==> config.mk <==
export PLATFORM = sky130hd
export DESIGN_NAME = sbl_engine
export DESIGN_NICKNAME = d
export VERILOG_FILES = /design/src/sbl_pkg.sv /design/src/sbl_byte_if.sv /design/src/sbl_tx_stage.sv /design/src/sbl_engine.sv
export VERILOG_INCLUDE_DIRS = /design/src
export SDC_FILE = /design/constraint.sdc
export NUM_CORES = 1
export LEC_CHECK = 0
export ABC_CLOCK_PERIOD_IN_PS = 4000
export BUFFER_PORTS_ARGS = -buffer_cell sky130_fd_sc_hd__buf_2
export CORE_MARGIN = 3
export CORE_UTILIZATION = 53
export DETAILED_ROUTE_END_ITERATION = 8
export PLACE_DENSITY = 0.78
export SLEW_MARGIN = 20
export SYNTH_ARGS = -nofsm -noshare
export SYNTH_HDL_FRONTEND = slang
export SYNTH_HIERARCHICAL = 1
export SYNTH_SLANG_ARGS = --single-unit
==> constraint.sdc <==
create_clock -name sys_clk -period 4 [get_ports sys_clk]
set_input_delay 0.8 -clock sys_clk [delete_from_list [all_inputs] [get_ports sys_clk]]
set_output_delay 0.8 -clock sys_clk [all_outputs]
set_load 0.005 [all_outputs]
==> src/sbl_params.svh <==
// Purpose: constants for the serial boot loader packet engine
// Assumes: included by its bare name
// Notes:   byte codes, command codes, status codes, packet lengths, memory range
`ifndef SBL_PARAMS_SVH
`define SBL_PARAMS_SVH

`define SBL_ACK_BYTE        8'hcc
`define SBL_NAK_BYTE        8'h33
`define SBL_CMD_PING        8'h20
`define SBL_CMD_DOWNLOAD    8'h21
`define SBL_CMD_RUN         8'h22
`define SBL_CMD_STATUS      8'h23
`define SBL_CMD_SEND_DATA   8'h24
`define SBL_CMD_RESET       8'h25
`define SBL_LEN_PING        8'h03
`define SBL_LEN_DOWNLOAD    8'h0b
`define SBL_LEN_RUN         8'h07
`define SBL_LEN_STATUS      8'h03
`define SBL_LEN_RESET       8'h03
`define SBL_LEN_REPLY       8'h03
`define SBL_MAX_LEN         8'h0b
`define SBL_ST_SUCCESS      8'h40
`define SBL_ST_UNKNOWN_CMD  8'h41
`define SBL_ST_INVALID_CMD  8'h42
`define SBL_ST_INVALID_ADDR 8'h43
`define SBL_ST_FLASH_FAIL   8'h44
`define SBL_ST_RESET        8'h40
`define SBL_MEM_BASE        32'h0000_0000
`define SBL_MEM_SIZE        32'h0004_0000

`endif

==> src/sbl_pkg.sv <==
// Purpose: types for the serial boot loader packet engine
// Assumes: nothing
// Notes:   one-hot engine states
package sbl_pkg;
  typedef enum logic [7:0] {
    SBL_IDLE  = 8'h01,
    SBL_RECV  = 8'h02,
    SBL_EXEC  = 8'h04,
    SBL_WAIT  = 8'h08,
    SBL_REPLY = 8'h10,
    SBL_SEND  = 8'h20,
    SBL_HACK  = 8'h40,
    SBL_POST  = 8'h80
  } sbl_state_t;
endpackage

==> src/sbl_byte_if.sv <==
// Purpose: byte stream between engine and its transmit serialiser
// Assumes: single clock
// Notes:   valid/ready handshake
`timescale 1ns/1ns
interface sbl_byte_if;
  logic [7:0] data;
  logic       valid;
  logic       ready;
  modport src (output data, output valid, input ready);
  modport snk (input data, input valid, output ready);
endinterface

==> src/sbl_tx_stage.sv <==
// Purpose: registered transmit stage toward the serial port
// Assumes: serial port takes tx_data when tx_valid and tx_ready
// Notes:   one-byte holding register, tx_data and tx_valid straight from flops, up.ready combinational from tx_ready
`timescale 1ns/1ns
module sbl_tx_stage (
  // Clock and reset
  input  wire logic       sys_clk,
  input  wire logic       reset,
  // Engine side
  sbl_byte_if.snk         up,
  // Serial port side
  output logic [7:0]      tx_data,
  output logic            tx_valid,
  input  wire logic       tx_ready
);
  logic [7:0] data_q, data_d;
  logic       valid_q, valid_d;

  // Hold one byte until the port takes it
  always_comb begin
    data_d  = data_q;
    valid_d = valid_q;
    if (valid_q && tx_ready) begin
      valid_d = 1'b0;
    end
    if (up.valid && up.ready) begin
      data_d  = up.data;
      valid_d = 1'b1;
    end
  end

  always_ff @(posedge sys_clk) begin
    if (reset) begin
      data_q  <= 8'h00;
      valid_q <= 1'b0;
    end else begin
      data_q  <= data_d;
      valid_q <= valid_d;
    end
  end

  // Refill in the cycle the port takes the byte, so a packet has no idle gap
  assign up.ready = !valid_q || tx_ready;
  assign tx_data  = data_q;
  assign tx_valid = valid_q;
endmodule

==> src/sbl_engine.sv <==
// Purpose: packet and command engine of a serial boot loader
// Assumes: byte port below delivers received bytes as one-cycle strobes
// Notes:   erase and program are done by an outside flash controller
// Operation
// - First byte is total packet length
// - Second byte is payload sum, compared
// - Reply 0xcc on success, 0x33 on failure
// - Accept means reception only, status separate; a flash failure on download or data-send replies 0x33
// - Returned packet sent without gaps after length
// - Device skips zeros before host response
// - First payload byte is command code
// - Ping accepted, status set to success
// - Status query returns one status byte
// - Download carries address and count, MSB first
// - Download erases region before replying
// - Download range checked, reported via status
// - Data-send programs bytes, advances address
// - Session ends at announced byte count
// - Rejected data-send keeps address unchanged
// - Run replies accept, then starts execution
// - Reset replies accept, then resets device
`timescale 1ns/1ns
`include "sbl_params.svh"
module sbl_engine (
  // Clock and reset
  input  wire logic        sys_clk,
  input  wire logic        reset,
  // Received byte stream
  input  wire logic [7:0]  rx_data,
  input  wire logic        rx_valid,
  // Transmit byte stream
  output logic [7:0]       tx_data,
  output logic             tx_valid,
  input  wire logic        tx_ready,
  // Flash controller
  output logic             erase_start,
  output logic [31:0]      erase_addr,
  output logic [31:0]      erase_size,
  output logic             prog_start,
  output logic [31:0]      prog_addr,
  output logic [63:0]      prog_data,
  output logic [3:0]       prog_count,
  input  wire logic        flash_done,
  input  wire logic        flash_error,
  // System control
  output logic             run_start,
  output logic [31:0]      run_addr,
  output logic             soft_reset,
  output logic             session_active
);
  sbl_byte_if tx_if ();

  sbl_pkg::sbl_state_t state_q, state_d;
  logic [7:0]  buf_q [0:10];
  logic [7:0]  buf_d [0:10];
  logic [7:0]  len_q, len_d, idx_q, idx_d, sum_q, sum_d, status_q, status_d;
  logic [7:0]  reply_q, reply_d;
  logic [1:0]  post_q, post_d;
  logic [3:0]  cnt_q, cnt_d;
  logic [31:0] addr_q, addr_d, left_q, left_d, run_addr_q, run_addr_d;
  logic        sess_q, sess_d, may_send_q, may_send_d;
  logic        erase_q, erase_d, prog_q, prog_d, run_q, run_d, rst_q, rst_d;
  logic [7:0]  txb;
  logic        txv;

  // Gather four buffer bytes MSB first
  function automatic logic [31:0] word_at(input int base);
    word_at = {buf_q[base], buf_q[base+1], buf_q[base+2], buf_q[base+3]};
  endfunction

  // Range lies inside flash
  function automatic logic range_ok(input logic [31:0] a, input logic [31:0] n);
    logic [32:0] e;
    e = {1'b0, a} + {1'b0, n};
    range_ok = (a >= `SBL_MEM_BASE) && (e <= {1'b0, `SBL_MEM_BASE} + {1'b0, `SBL_MEM_SIZE});
  endfunction

  // Next-state logic of the engine
  always_comb begin
    state_d = state_q;
    buf_d = buf_q;
    len_d = len_q;
    idx_d = idx_q;
    sum_d = sum_q;
    status_d = status_q;
    reply_d = reply_q;
    post_d = post_q;
    cnt_d = cnt_q;
    addr_d = addr_q;
    left_d = left_q;
    run_addr_d = run_addr_q;
    sess_d = sess_q;
    may_send_d = may_send_q;
    erase_d = 1'b0;
    prog_d = 1'b0;
    run_d = 1'b0;
    rst_d = rst_q;
    txb = 8'h00;
    txv = 1'b0;
    unique case (state_q)
      sbl_pkg::SBL_IDLE: begin
        if (rx_valid && rx_data != 8'h00) begin
          len_d = rx_data;
          idx_d = 8'h01;
          sum_d = 8'h00;
          state_d = sbl_pkg::SBL_RECV;
        end
      end
      sbl_pkg::SBL_RECV: begin
        if (rx_valid) begin
          if (idx_q <= `SBL_MAX_LEN - 8'h01) begin
            buf_d[idx_q[3:0]] = rx_data;
          end
          if (idx_q >= 8'h02) begin
            sum_d = sum_q + rx_data;
          end
          idx_d = idx_q + 8'h01;
          if (idx_q + 8'h01 == len_q) begin
            state_d = sbl_pkg::SBL_EXEC;
          end
        end
      end
      sbl_pkg::SBL_EXEC: begin
        post_d = 2'd0;
        state_d = sbl_pkg::SBL_REPLY;
        if (len_q < 8'h03 || len_q > `SBL_MAX_LEN || sum_q != buf_q[1]) begin
          reply_d = `SBL_NAK_BYTE;
        end else begin
          reply_d = `SBL_ACK_BYTE;
          may_send_d = 1'b0;
          unique case (buf_q[2])
            `SBL_CMD_PING: status_d = `SBL_ST_SUCCESS;
            `SBL_CMD_STATUS: begin
              post_d = 2'd1;
              may_send_d = may_send_q;
            end
            `SBL_CMD_DOWNLOAD: begin
              if (len_q != `SBL_LEN_DOWNLOAD) begin
                status_d = `SBL_ST_INVALID_CMD;
              end else if (!range_ok(word_at(3), word_at(7))) begin
                status_d = `SBL_ST_INVALID_ADDR;
              end else begin
                addr_d = word_at(3);
                left_d = word_at(7);
                sess_d = 1'b1;
                may_send_d = 1'b1;
                erase_d = 1'b1;
                state_d = sbl_pkg::SBL_WAIT;
              end
            end
            `SBL_CMD_SEND_DATA: begin
              if (!may_send_q || !sess_q) begin
                status_d = `SBL_ST_INVALID_CMD;
              end else begin
                prog_d = 1'b1;
                cnt_d = len_q[3:0] - 4'd3;
                may_send_d = 1'b1;
                state_d = sbl_pkg::SBL_WAIT;
              end
            end
            `SBL_CMD_RUN: begin
              run_addr_d = word_at(3);
              status_d = `SBL_ST_SUCCESS;
              post_d = 2'd2;
            end
            `SBL_CMD_RESET: post_d = 2'd3;
            default: status_d = `SBL_ST_UNKNOWN_CMD;
          endcase
        end
      end
      sbl_pkg::SBL_WAIT: begin
        if (flash_done) begin
          state_d = sbl_pkg::SBL_REPLY;
          if (flash_error) begin
            status_d = `SBL_ST_FLASH_FAIL;
            reply_d = `SBL_NAK_BYTE;
            may_send_d = 1'b1;
          end else begin
            status_d = `SBL_ST_SUCCESS;
            if (buf_q[2] == `SBL_CMD_SEND_DATA) begin
              addr_d = addr_q + {24'h0, len_q - 8'h03};
              if (left_q <= {24'h0, len_q - 8'h03}) begin
                left_d = 32'h0;
                sess_d = 1'b0;
                may_send_d = 1'b0;
              end else begin
                left_d = left_q - {24'h0, len_q - 8'h03};
              end
            end
          end
        end
      end
      sbl_pkg::SBL_REPLY: begin
        txb = reply_q;
        txv = 1'b1;
        if (tx_if.ready) begin
          idx_d = 8'h00;
          state_d = (post_q == 2'd0 || reply_q == `SBL_NAK_BYTE) ?
                    sbl_pkg::SBL_IDLE : sbl_pkg::SBL_POST;
          if (post_q == 2'd1 && reply_q == `SBL_ACK_BYTE) begin
            state_d = sbl_pkg::SBL_SEND;
          end
        end
      end
      sbl_pkg::SBL_SEND: begin
        unique case (idx_q[1:0])
          2'd0: txb = `SBL_LEN_REPLY;
          2'd1: txb = status_q;
          default: txb = status_q;
        endcase
        txv = 1'b1;
        if (tx_if.ready) begin
          idx_d = idx_q + 8'h01;
          if (idx_q == 8'h02) begin
            state_d = sbl_pkg::SBL_HACK;
          end
        end
      end
      sbl_pkg::SBL_HACK: begin
        if (rx_valid && rx_data != 8'h00) begin
          state_d = sbl_pkg::SBL_IDLE;
        end
      end
      sbl_pkg::SBL_POST: begin
        // Act only once the port takes the reply byte
        if (tx_if.ready) begin
          if (post_q == 2'd2) begin
            run_d = 1'b1;
          end else begin
            rst_d = 1'b1;
          end
          state_d = sbl_pkg::SBL_IDLE;
        end
      end
      default: state_d = sbl_pkg::SBL_IDLE;
    endcase
  end

  // Register the engine state
  always_ff @(posedge sys_clk) begin
    if (reset) begin
      state_q <= sbl_pkg::SBL_IDLE;
      for (int i = 0; i < 11; i++) begin
        buf_q[i] <= 8'h00;
      end
      len_q <= 8'h00;
      idx_q <= 8'h00;
      sum_q <= 8'h00;
      status_q <= `SBL_ST_RESET;
      reply_q <= `SBL_ACK_BYTE;
      post_q <= 2'd0;
      cnt_q <= 4'h0;
      addr_q <= 32'h0;
      left_q <= 32'h0;
      run_addr_q <= 32'h0;
      sess_q <= 1'b0;
      may_send_q <= 1'b0;
      erase_q <= 1'b0;
      prog_q <= 1'b0;
      run_q <= 1'b0;
      rst_q <= 1'b0;
    end else begin
      state_q <= state_d;
      buf_q <= buf_d;
      len_q <= len_d;
      idx_q <= idx_d;
      sum_q <= sum_d;
      status_q <= status_d;
      reply_q <= reply_d;
      post_q <= post_d;
      cnt_q <= cnt_d;
      addr_q <= addr_d;
      left_q <= left_d;
      run_addr_q <= run_addr_d;
      sess_q <= sess_d;
      may_send_q <= may_send_d;
      erase_q <= erase_d;
      prog_q <= prog_d;
      run_q <= run_d;
      rst_q <= rst_d;
    end
  end

  // Feed transmit stage
  assign tx_if.data  = txb;
  assign tx_if.valid = txv;

  sbl_tx_stage u_tx (
    .sys_clk  (sys_clk),
    .reset    (reset),
    .up       (tx_if),
    .tx_data  (tx_data),
    .tx_valid (tx_valid),
    .tx_ready (tx_ready)
  );

  // Flash and system outputs from flops
  assign erase_start    = erase_q;
  assign erase_addr     = addr_q;
  assign erase_size     = left_q;
  assign prog_start     = prog_q;
  assign prog_addr      = addr_q;
  assign prog_data      = {buf_q[3], buf_q[4], buf_q[5], buf_q[6],
                           buf_q[7], buf_q[8], buf_q[9], buf_q[10]};
  assign prog_count     = cnt_q;
  assign run_start      = run_q;
  assign run_addr       = run_addr_q;
  assign soft_reset     = rst_q;
  assign session_active = sess_q;
endmodule

==> flow_summary.toml, run 1 <==
[outcome]
status = "finished, final reports clean"

[setup_path]
critPathKind = "reg -> reg"
cp.required_ps = 4480
startpoint_type = "flip-flop"
worst_setup_path_end_kind = "flip-flop"
cp.arrival_ps = 4430
worst-path-max-fanout = 13

[timing]
clock_skew_ps = 23.51
relSlewSlack = 0.3479
timing.final.max_slew_violations = 0
layout_min_cycle_time_ps = 3948
fin_tns_setup_ps = 0
period_share = 0.9869
max_freq_ghz = 0.2533
fin_ws_ps = 52.29
hold_violations = 0
tightest_slew_ps = 978.2
setup_viol = 0
rsz0062_at_grt = "yes"

[synth]
synth_cell_types = 76
synth_top_area_frac = 0.3114
synth_top_cell_by_area = "dfxtp_1"
synth_warnings = 6
synth_commonest_cells = "272 x nand2_1, 234 x dfxtp_1, 226 x nor2_1"
synth_area_per_cell_sq_um = 7.544
synth_most_common_cell = "nand2_1"
synth_seq_cells = 234
netlist_instances = 1994
async_flop_share = 0
synth_edf_count = 0
ys_top_cells_by_area = "dfxtp_1 31%, a21oi_1 7.0%, nand2_1 6.8%, nor2_1 5.6%, ha_1 5.0%"
syn-num-nets = 2072
ys.flop_type = "dfxtp_1"
netlist_area_sq_um = 15040
synth-seq-area-share = 0.3114

[detailed_routing]
wl_per_cell_um = 20.87
drt-total-wl_um = 54610
vias = 15890
vias_per_cell = 6.075
drtAntennaViolNets = 0
drtPass1Iterations = 6
drc = 0
drt-initial-drc-count = 1546

[power]
p_switching_w = 0.001419
swShare = 0.2626
pwr-share-seq = 0.440
irDropWorstVdd_mv = 0.3857
power.density_nw_per_um2 = 294.7
finalPower_w = 0.005403
p_leak_nw = 7.768
p_clk_frac = 0.468
p_comb_frac = 0.092
cell_internal_pwr_w = 0.003984

[die]
ioPinCount = 224
die_y_um = 174.5
core_sq_um = 27860
die_area_sq_um = 30440
initial_core_util = 0.5400
die_w_um = 174.5
rows = 61

[global_route]
gr-total-overflow = 0
grt_max_degree = 96
grt_first_pass_wirelength_um = 82910
grt.total_usage = 0.3398
antenna_found_initial = 0
grt_pass1_vias = 14860

[placement]
hpwl_um = 40990
pre_cts_slack_ps = -206.1
portBuffers = 223
gp_congestion = 1.039
postPlaceCellArea_sq_um = 16770

[clock_tree]
ctsHoldBuffers = 0
clk_pin_slew_worst_paths_ps = 60
cts_buffers = 27
cts-root-buf = "clkbuf_16"
cts_tree = "done"
clockBufferDepth = 3
cts_max_level = 1
clk_latency_ps = 560
cts.sinks = 234

[finish]
area_growth_pct = 21.87
diodes = 0
drive_above_1_share = 0.2601
finish.utilization = 0.6581
stdcell_area_sq_um = 18330
fin_nets = 2295

[hold_path]
hold_class = "reg -> reg"

[job]
maxCapViolations = 0
-- power groups by stage --
| stage | Clock, W | Combinational, W | Sequential (W) |
|---|---|---|---|
| 3_3_place_gp | 0 | 0.000458 | 0.00243 |
| 3_5_place_dp | 0 | 0.000472 | 0.00243 |
| 4_1_cts | 0.00255 | 0.000476 | 0.00238 |
| 2_1_floorplan | 0 | 0.000336 | 0.00242 |
| 5_1_grt | 0.00265 | 0.000538 | 0.00238 |
| 6_report | 0.00253 | 0.000495 | 0.00238 |
-- per-layer routing --
metal  wire [um]  global-route usage  vias up
met1       21880              0.4322     7531
met5           0                   0        -
li1            -                   -     7409
met3        4497             0.05963      164
met4        3331              0.1602        0
met2       24900              0.5606      788
-- worst max-delay path: stages (launching register included) --
cell and delay, ps:
dfxtp_1 330, ha_1 360, buf_4 190, nand2_1 90, nor2_1 60, a21oi_1 310, o221ai_2 170, or4_4 550
nor4b_4 260, or4b_4 530, o41ai_4 360, buf_4 210, buf_8 140, buf_12 140, o21ai_1 60, a21oi_1 130
-- metrics by stage --
stage,instances,hold WS [ps]
after floorplan,1994,431.5
after global placement,2554,434.2
after detailed placement,2554,442.2
after CTS,2604,451.8
after global routing,2616,461.3
final,2616,450.6
-- layout make-up --
class	instances	area (sq um)
fill	2371	9525
timing repair buffer	407	2613
sequential	234	4693
inverter	44	165.2
tap	378	473.0
multi-input combinational	1503	9479
clock buffer	35	755.7
clock inverter	15	153.9
-- flip-flops by register name (all words and copies together), names as in the netlist, 2 cells and up --
name / count
idx_q: 8
status_q: 3
erase_addr: 32
run_addr: 32
post_q: 2
buf_q: 16
prog_data: 64
erase_size: 32
len_q: 8
state_q: 8
u_tx/tx_data: 8
reply_q: 2
sum_q: 8
prog_count: 4
-- placed cells by master (no fill, tap or decap), types with 7 or more instances in the layout --
master and instances:
dfxtp_1 227, nand4_1 25, nand2b_1 13, or3_1 8, o22ai_1 7, clkbuf_16 27, nor3_1 55, nand3_1 69
and2_1 22, inv_1 44, dfxtp_2 7, nor2b_1 9, nand2_1 262, o31ai_1 26, a21bo_1 9, nor3b_1 7
xor2_1 27, clkinv_2 7, a211oi_1 15, and3_1 10, o21ai_0 55, o21ai_1 40, ha_1 45, or4_1 7
buf_2 222, nor2_1 225, a21oi_2 34, buf_4 172, o21bai_1 8, o211ai_1 11, a21o_1 13, o41ai_1 8
ha_2 9, o21ai_2 10, o21a_1 8, mux2i_1 75, a21oi_1 184, nor4_1 24, xnor2_1 33, a31oi_1 11
-- kinds of logic after synthesis --
kind of cell / after synthesis / share of synthesized area
mux: 79 / 0.05290
xor+xnor: 62 / 0.03610
simple gates: 792 / 0.2444
buf+inv: 257 / 0.09249
fa+ha+maj: 64 / 0.05523
compound gates: 506 / 0.2075
flops: 234 / 0.3114
-- timing repair --
action,4_1_cts,5_1_grt
pin swaps,2,43
gates resized for setup,11,126
endpoints found under the setup margin,67,68
setup buffers,0,9
cloned,0,3
-- worst paths after layout --
path / start / end / slack (ps) / depth (start not counted)
worst max-delay path: prog_data[18] / erase_size[19] / 50 / 15
worst min-delay path: run_addr[8] / run_addr[8] / 450 / 2
worst max register to register: prog_data[18] / erase_size[19] / 50 / 15
worst min register to register: run_addr[8] / run_addr[8] / 450 / 2
Note: power is estimated with default switching activity, not from simulation.
==> inputs of run 2 (changes only) <==
Settings changed: ABC_CLOCK_PERIOD_IN_PS 4000 to 4100, CORE_UTILIZATION 53 to 40, PLACE_DENSITY 0.78 to 0.59.
Clock period 4 ns to 4.1 ns, I/O delays scaled along.
==> run 2 against run 1 <==
- final cell count is 5.4% higher
- clock power rose by 3%
- sequential power fell by 3%
- register-to-register slack about the same
- first-iteration DRC count is 17% lower
- critical path type unchanged
==> flow_summary.toml, run 2 (synthesized netlist as in run 1, its figures left out) <==
[detailed_routing]
drt-total-wl_um = 59540
drtPass1Iterations = 5
vias_per_cell = 5.666
drtAntennaViolNets = 0
drc = 0
wl_per_cell_um = 21.60
vias = 15620
drt-initial-drc-count = 1278

[timing]
clock_skew_ps = 21.41
fin_ws_ps = 40.49
setup_viol = 0
hold_violations = 0
max_freq_ghz = 0.2463
timing.final.max_slew_violations = 0
layout_min_cycle_time_ps = 4060
tightest_slew_ps = 912.5
whs_ps = 418.6
period_share = 0.9901
rsz0062_at_grt = "yes"
relSlewSlack = 0.3852

[setup_path]
cp.required_ps = 4530
cp.arrival_ps = 4490
regToRegSetupSlack_ps = 40
worst_setup_path_end_kind = "flip-flop"
worst-path-max-fanout = 5
critPathKind = "reg -> reg"
startpoint_type = "flip-flop"

[finish]
finalNonFillerCells = 2756
layout_commonest_cell = "nand2_1"
final_cell_mix = "271 x nand2_1, 232 x dfxtp_1, 226 x nor2_1"
area_growth_pct = 23.68
diodes = 0
drive_above_1_share = 0.2522
fin_nets = 2308
largest_reg_flops = 64
stdcell_area_sq_um = 18610

[outcome]
status = "finished, final reports clean"

[power]
irDropWorstVdd_mv = 0.3485
p_switching_w = 0.001418
p_comb_frac = 0.092
p_leak_nw = 7.827
swShare = 0.2617
power.density_nw_per_um2 = 291.1
p_clk_frac = 0.480
pwr-share-seq = 0.428
cell_internal_pwr_w = 0.003999
finalPower_w = 0.005416

[placement]
portBuffers = 223
gp_congestion = 1.060
pre_cts_slack_ps = -126.9
place_inst = 2687
hpwl_um = 44530
postPlaceCellArea_sq_um = 17000

[clock_tree]
cts_buffers = 29
cts-root-buf = "clkbuf_16"
cts.sinks = 234
cts_max_level = 1
clk_latency_ps = 580
ctsHoldBuffers = 0
cts_tree = "done"
clk_pin_slew_worst_paths_ps = 60
clockBufferDepth = 3

[die]
die_area_sq_um = 39970
rows = 70
initial_core_util = 0.4080
core_sq_um = 36870
die_w_um = 199.9
ioPinCount = 224
die_y_um = 199.9

[global_route]
antenna_found_initial = 0
grt_max_degree = 124
grt.total_usage = 0.2824
grt_pass1_vias = 14320
gr-total-overflow = 0
grt_first_pass_wirelength_um = 86910

[hold_path]
hold_class = "in -> reg"

[job]
maxCapViolations = 0
## run 2: cell types whose count changed in the layout (fill, tap and decap cells not counted), moves of 7 or more
cell / previous run / this run
nand2_1: 262 / 271
clkbuf_16: 27 / 34
o21ai_1: 40 / 13
a21oi_2: 34 / 14
ha_1: 45 / 54
a21oi_1: 184 / 203
o21ai_2: 10 / 30
## run 2: worst paths after layout
check / startpoint / to / cells past startpoint
max: prog_data[32] / erase_addr[16] / 14
min: reset / u_tx/tx_data[7] / 2
max reg2reg: prog_data[32] / erase_addr[16] / 14
min reg2reg: run_addr[4] / run_addr[4] / 2
## run 2: critical path: stages (launching register included)
cell and delay, ps:
dfxtp_2 330, ha_4 160, fa_2 390, a21oi_4 180, o221ai_4 130, o211ai_1 280, nor2_1 90, nor4_2 330
xnor2_1 180, nor4b_2 290, or4b_4 550, o41a_4 610, clkbuf_16 200, o21ai_2 120, a21oi_1 80
## run 2: area by class of cell
| cell class | count | area, sq um |
|---|---|---|
| fillers | 3663 | 18270 |
| clock buffers | 40 | 827.0 |
| well taps | 504 | 630.6 |
| inverters | 44 | 165.2 |
| repair buffers | 417 | 2779 |
| clock inverters | 13 | 138.9 |
| flip-flops and latches | 234 | 4687 |
| multi-input cells | 1504 | 9378 |
## run 2: metrics by stage
| step | TNS [ps] | util |
|---|---|---|
| finish | 0 | 0.5046 |
| global route | -4459 | 0.5046 |
| CTS | 0 | 0.4878 |
| detailed placement | -4013 | 0.4611 |
| global placement | -221.2 | 0.4611 |
| floorplan | 0 | - |
## run 2: per-layer routing
metal | wire, um | GRT usage | part of all wire
met5 | 0 | 0 | 0
met4 | 3293 | 0.1297 | 0.055
met3 | 4533 | 0.06143 | 0.076
met2 | 26630 | 0.4467 | 0.45
met1 | 25090 | 0.3704 | 0.42
## run 2: timing repair
action                     4_1_cts  5_1_grt
resized for setup                3       92
gates cloned                     0        9
buffers inserted                 0        7
pin swaps                        1       60
setup endpoints to repair       55       68
## run 2: power by group through the flow
stage | sequential, W | clock (W) | combinational, W
after floorplan | 0.00236 | 0 | 0.000328
after global placement | 0.00237 | 0 | 0.000475
after detailed placement | 0.00237 | 0 | 0.000483
after CTS | 0.00232 | 0.00265 | 0.000486
after global routing | 0.00232 | 0.00274 | 0.000543
final | 0.00232 | 0.00260 | 0.000498
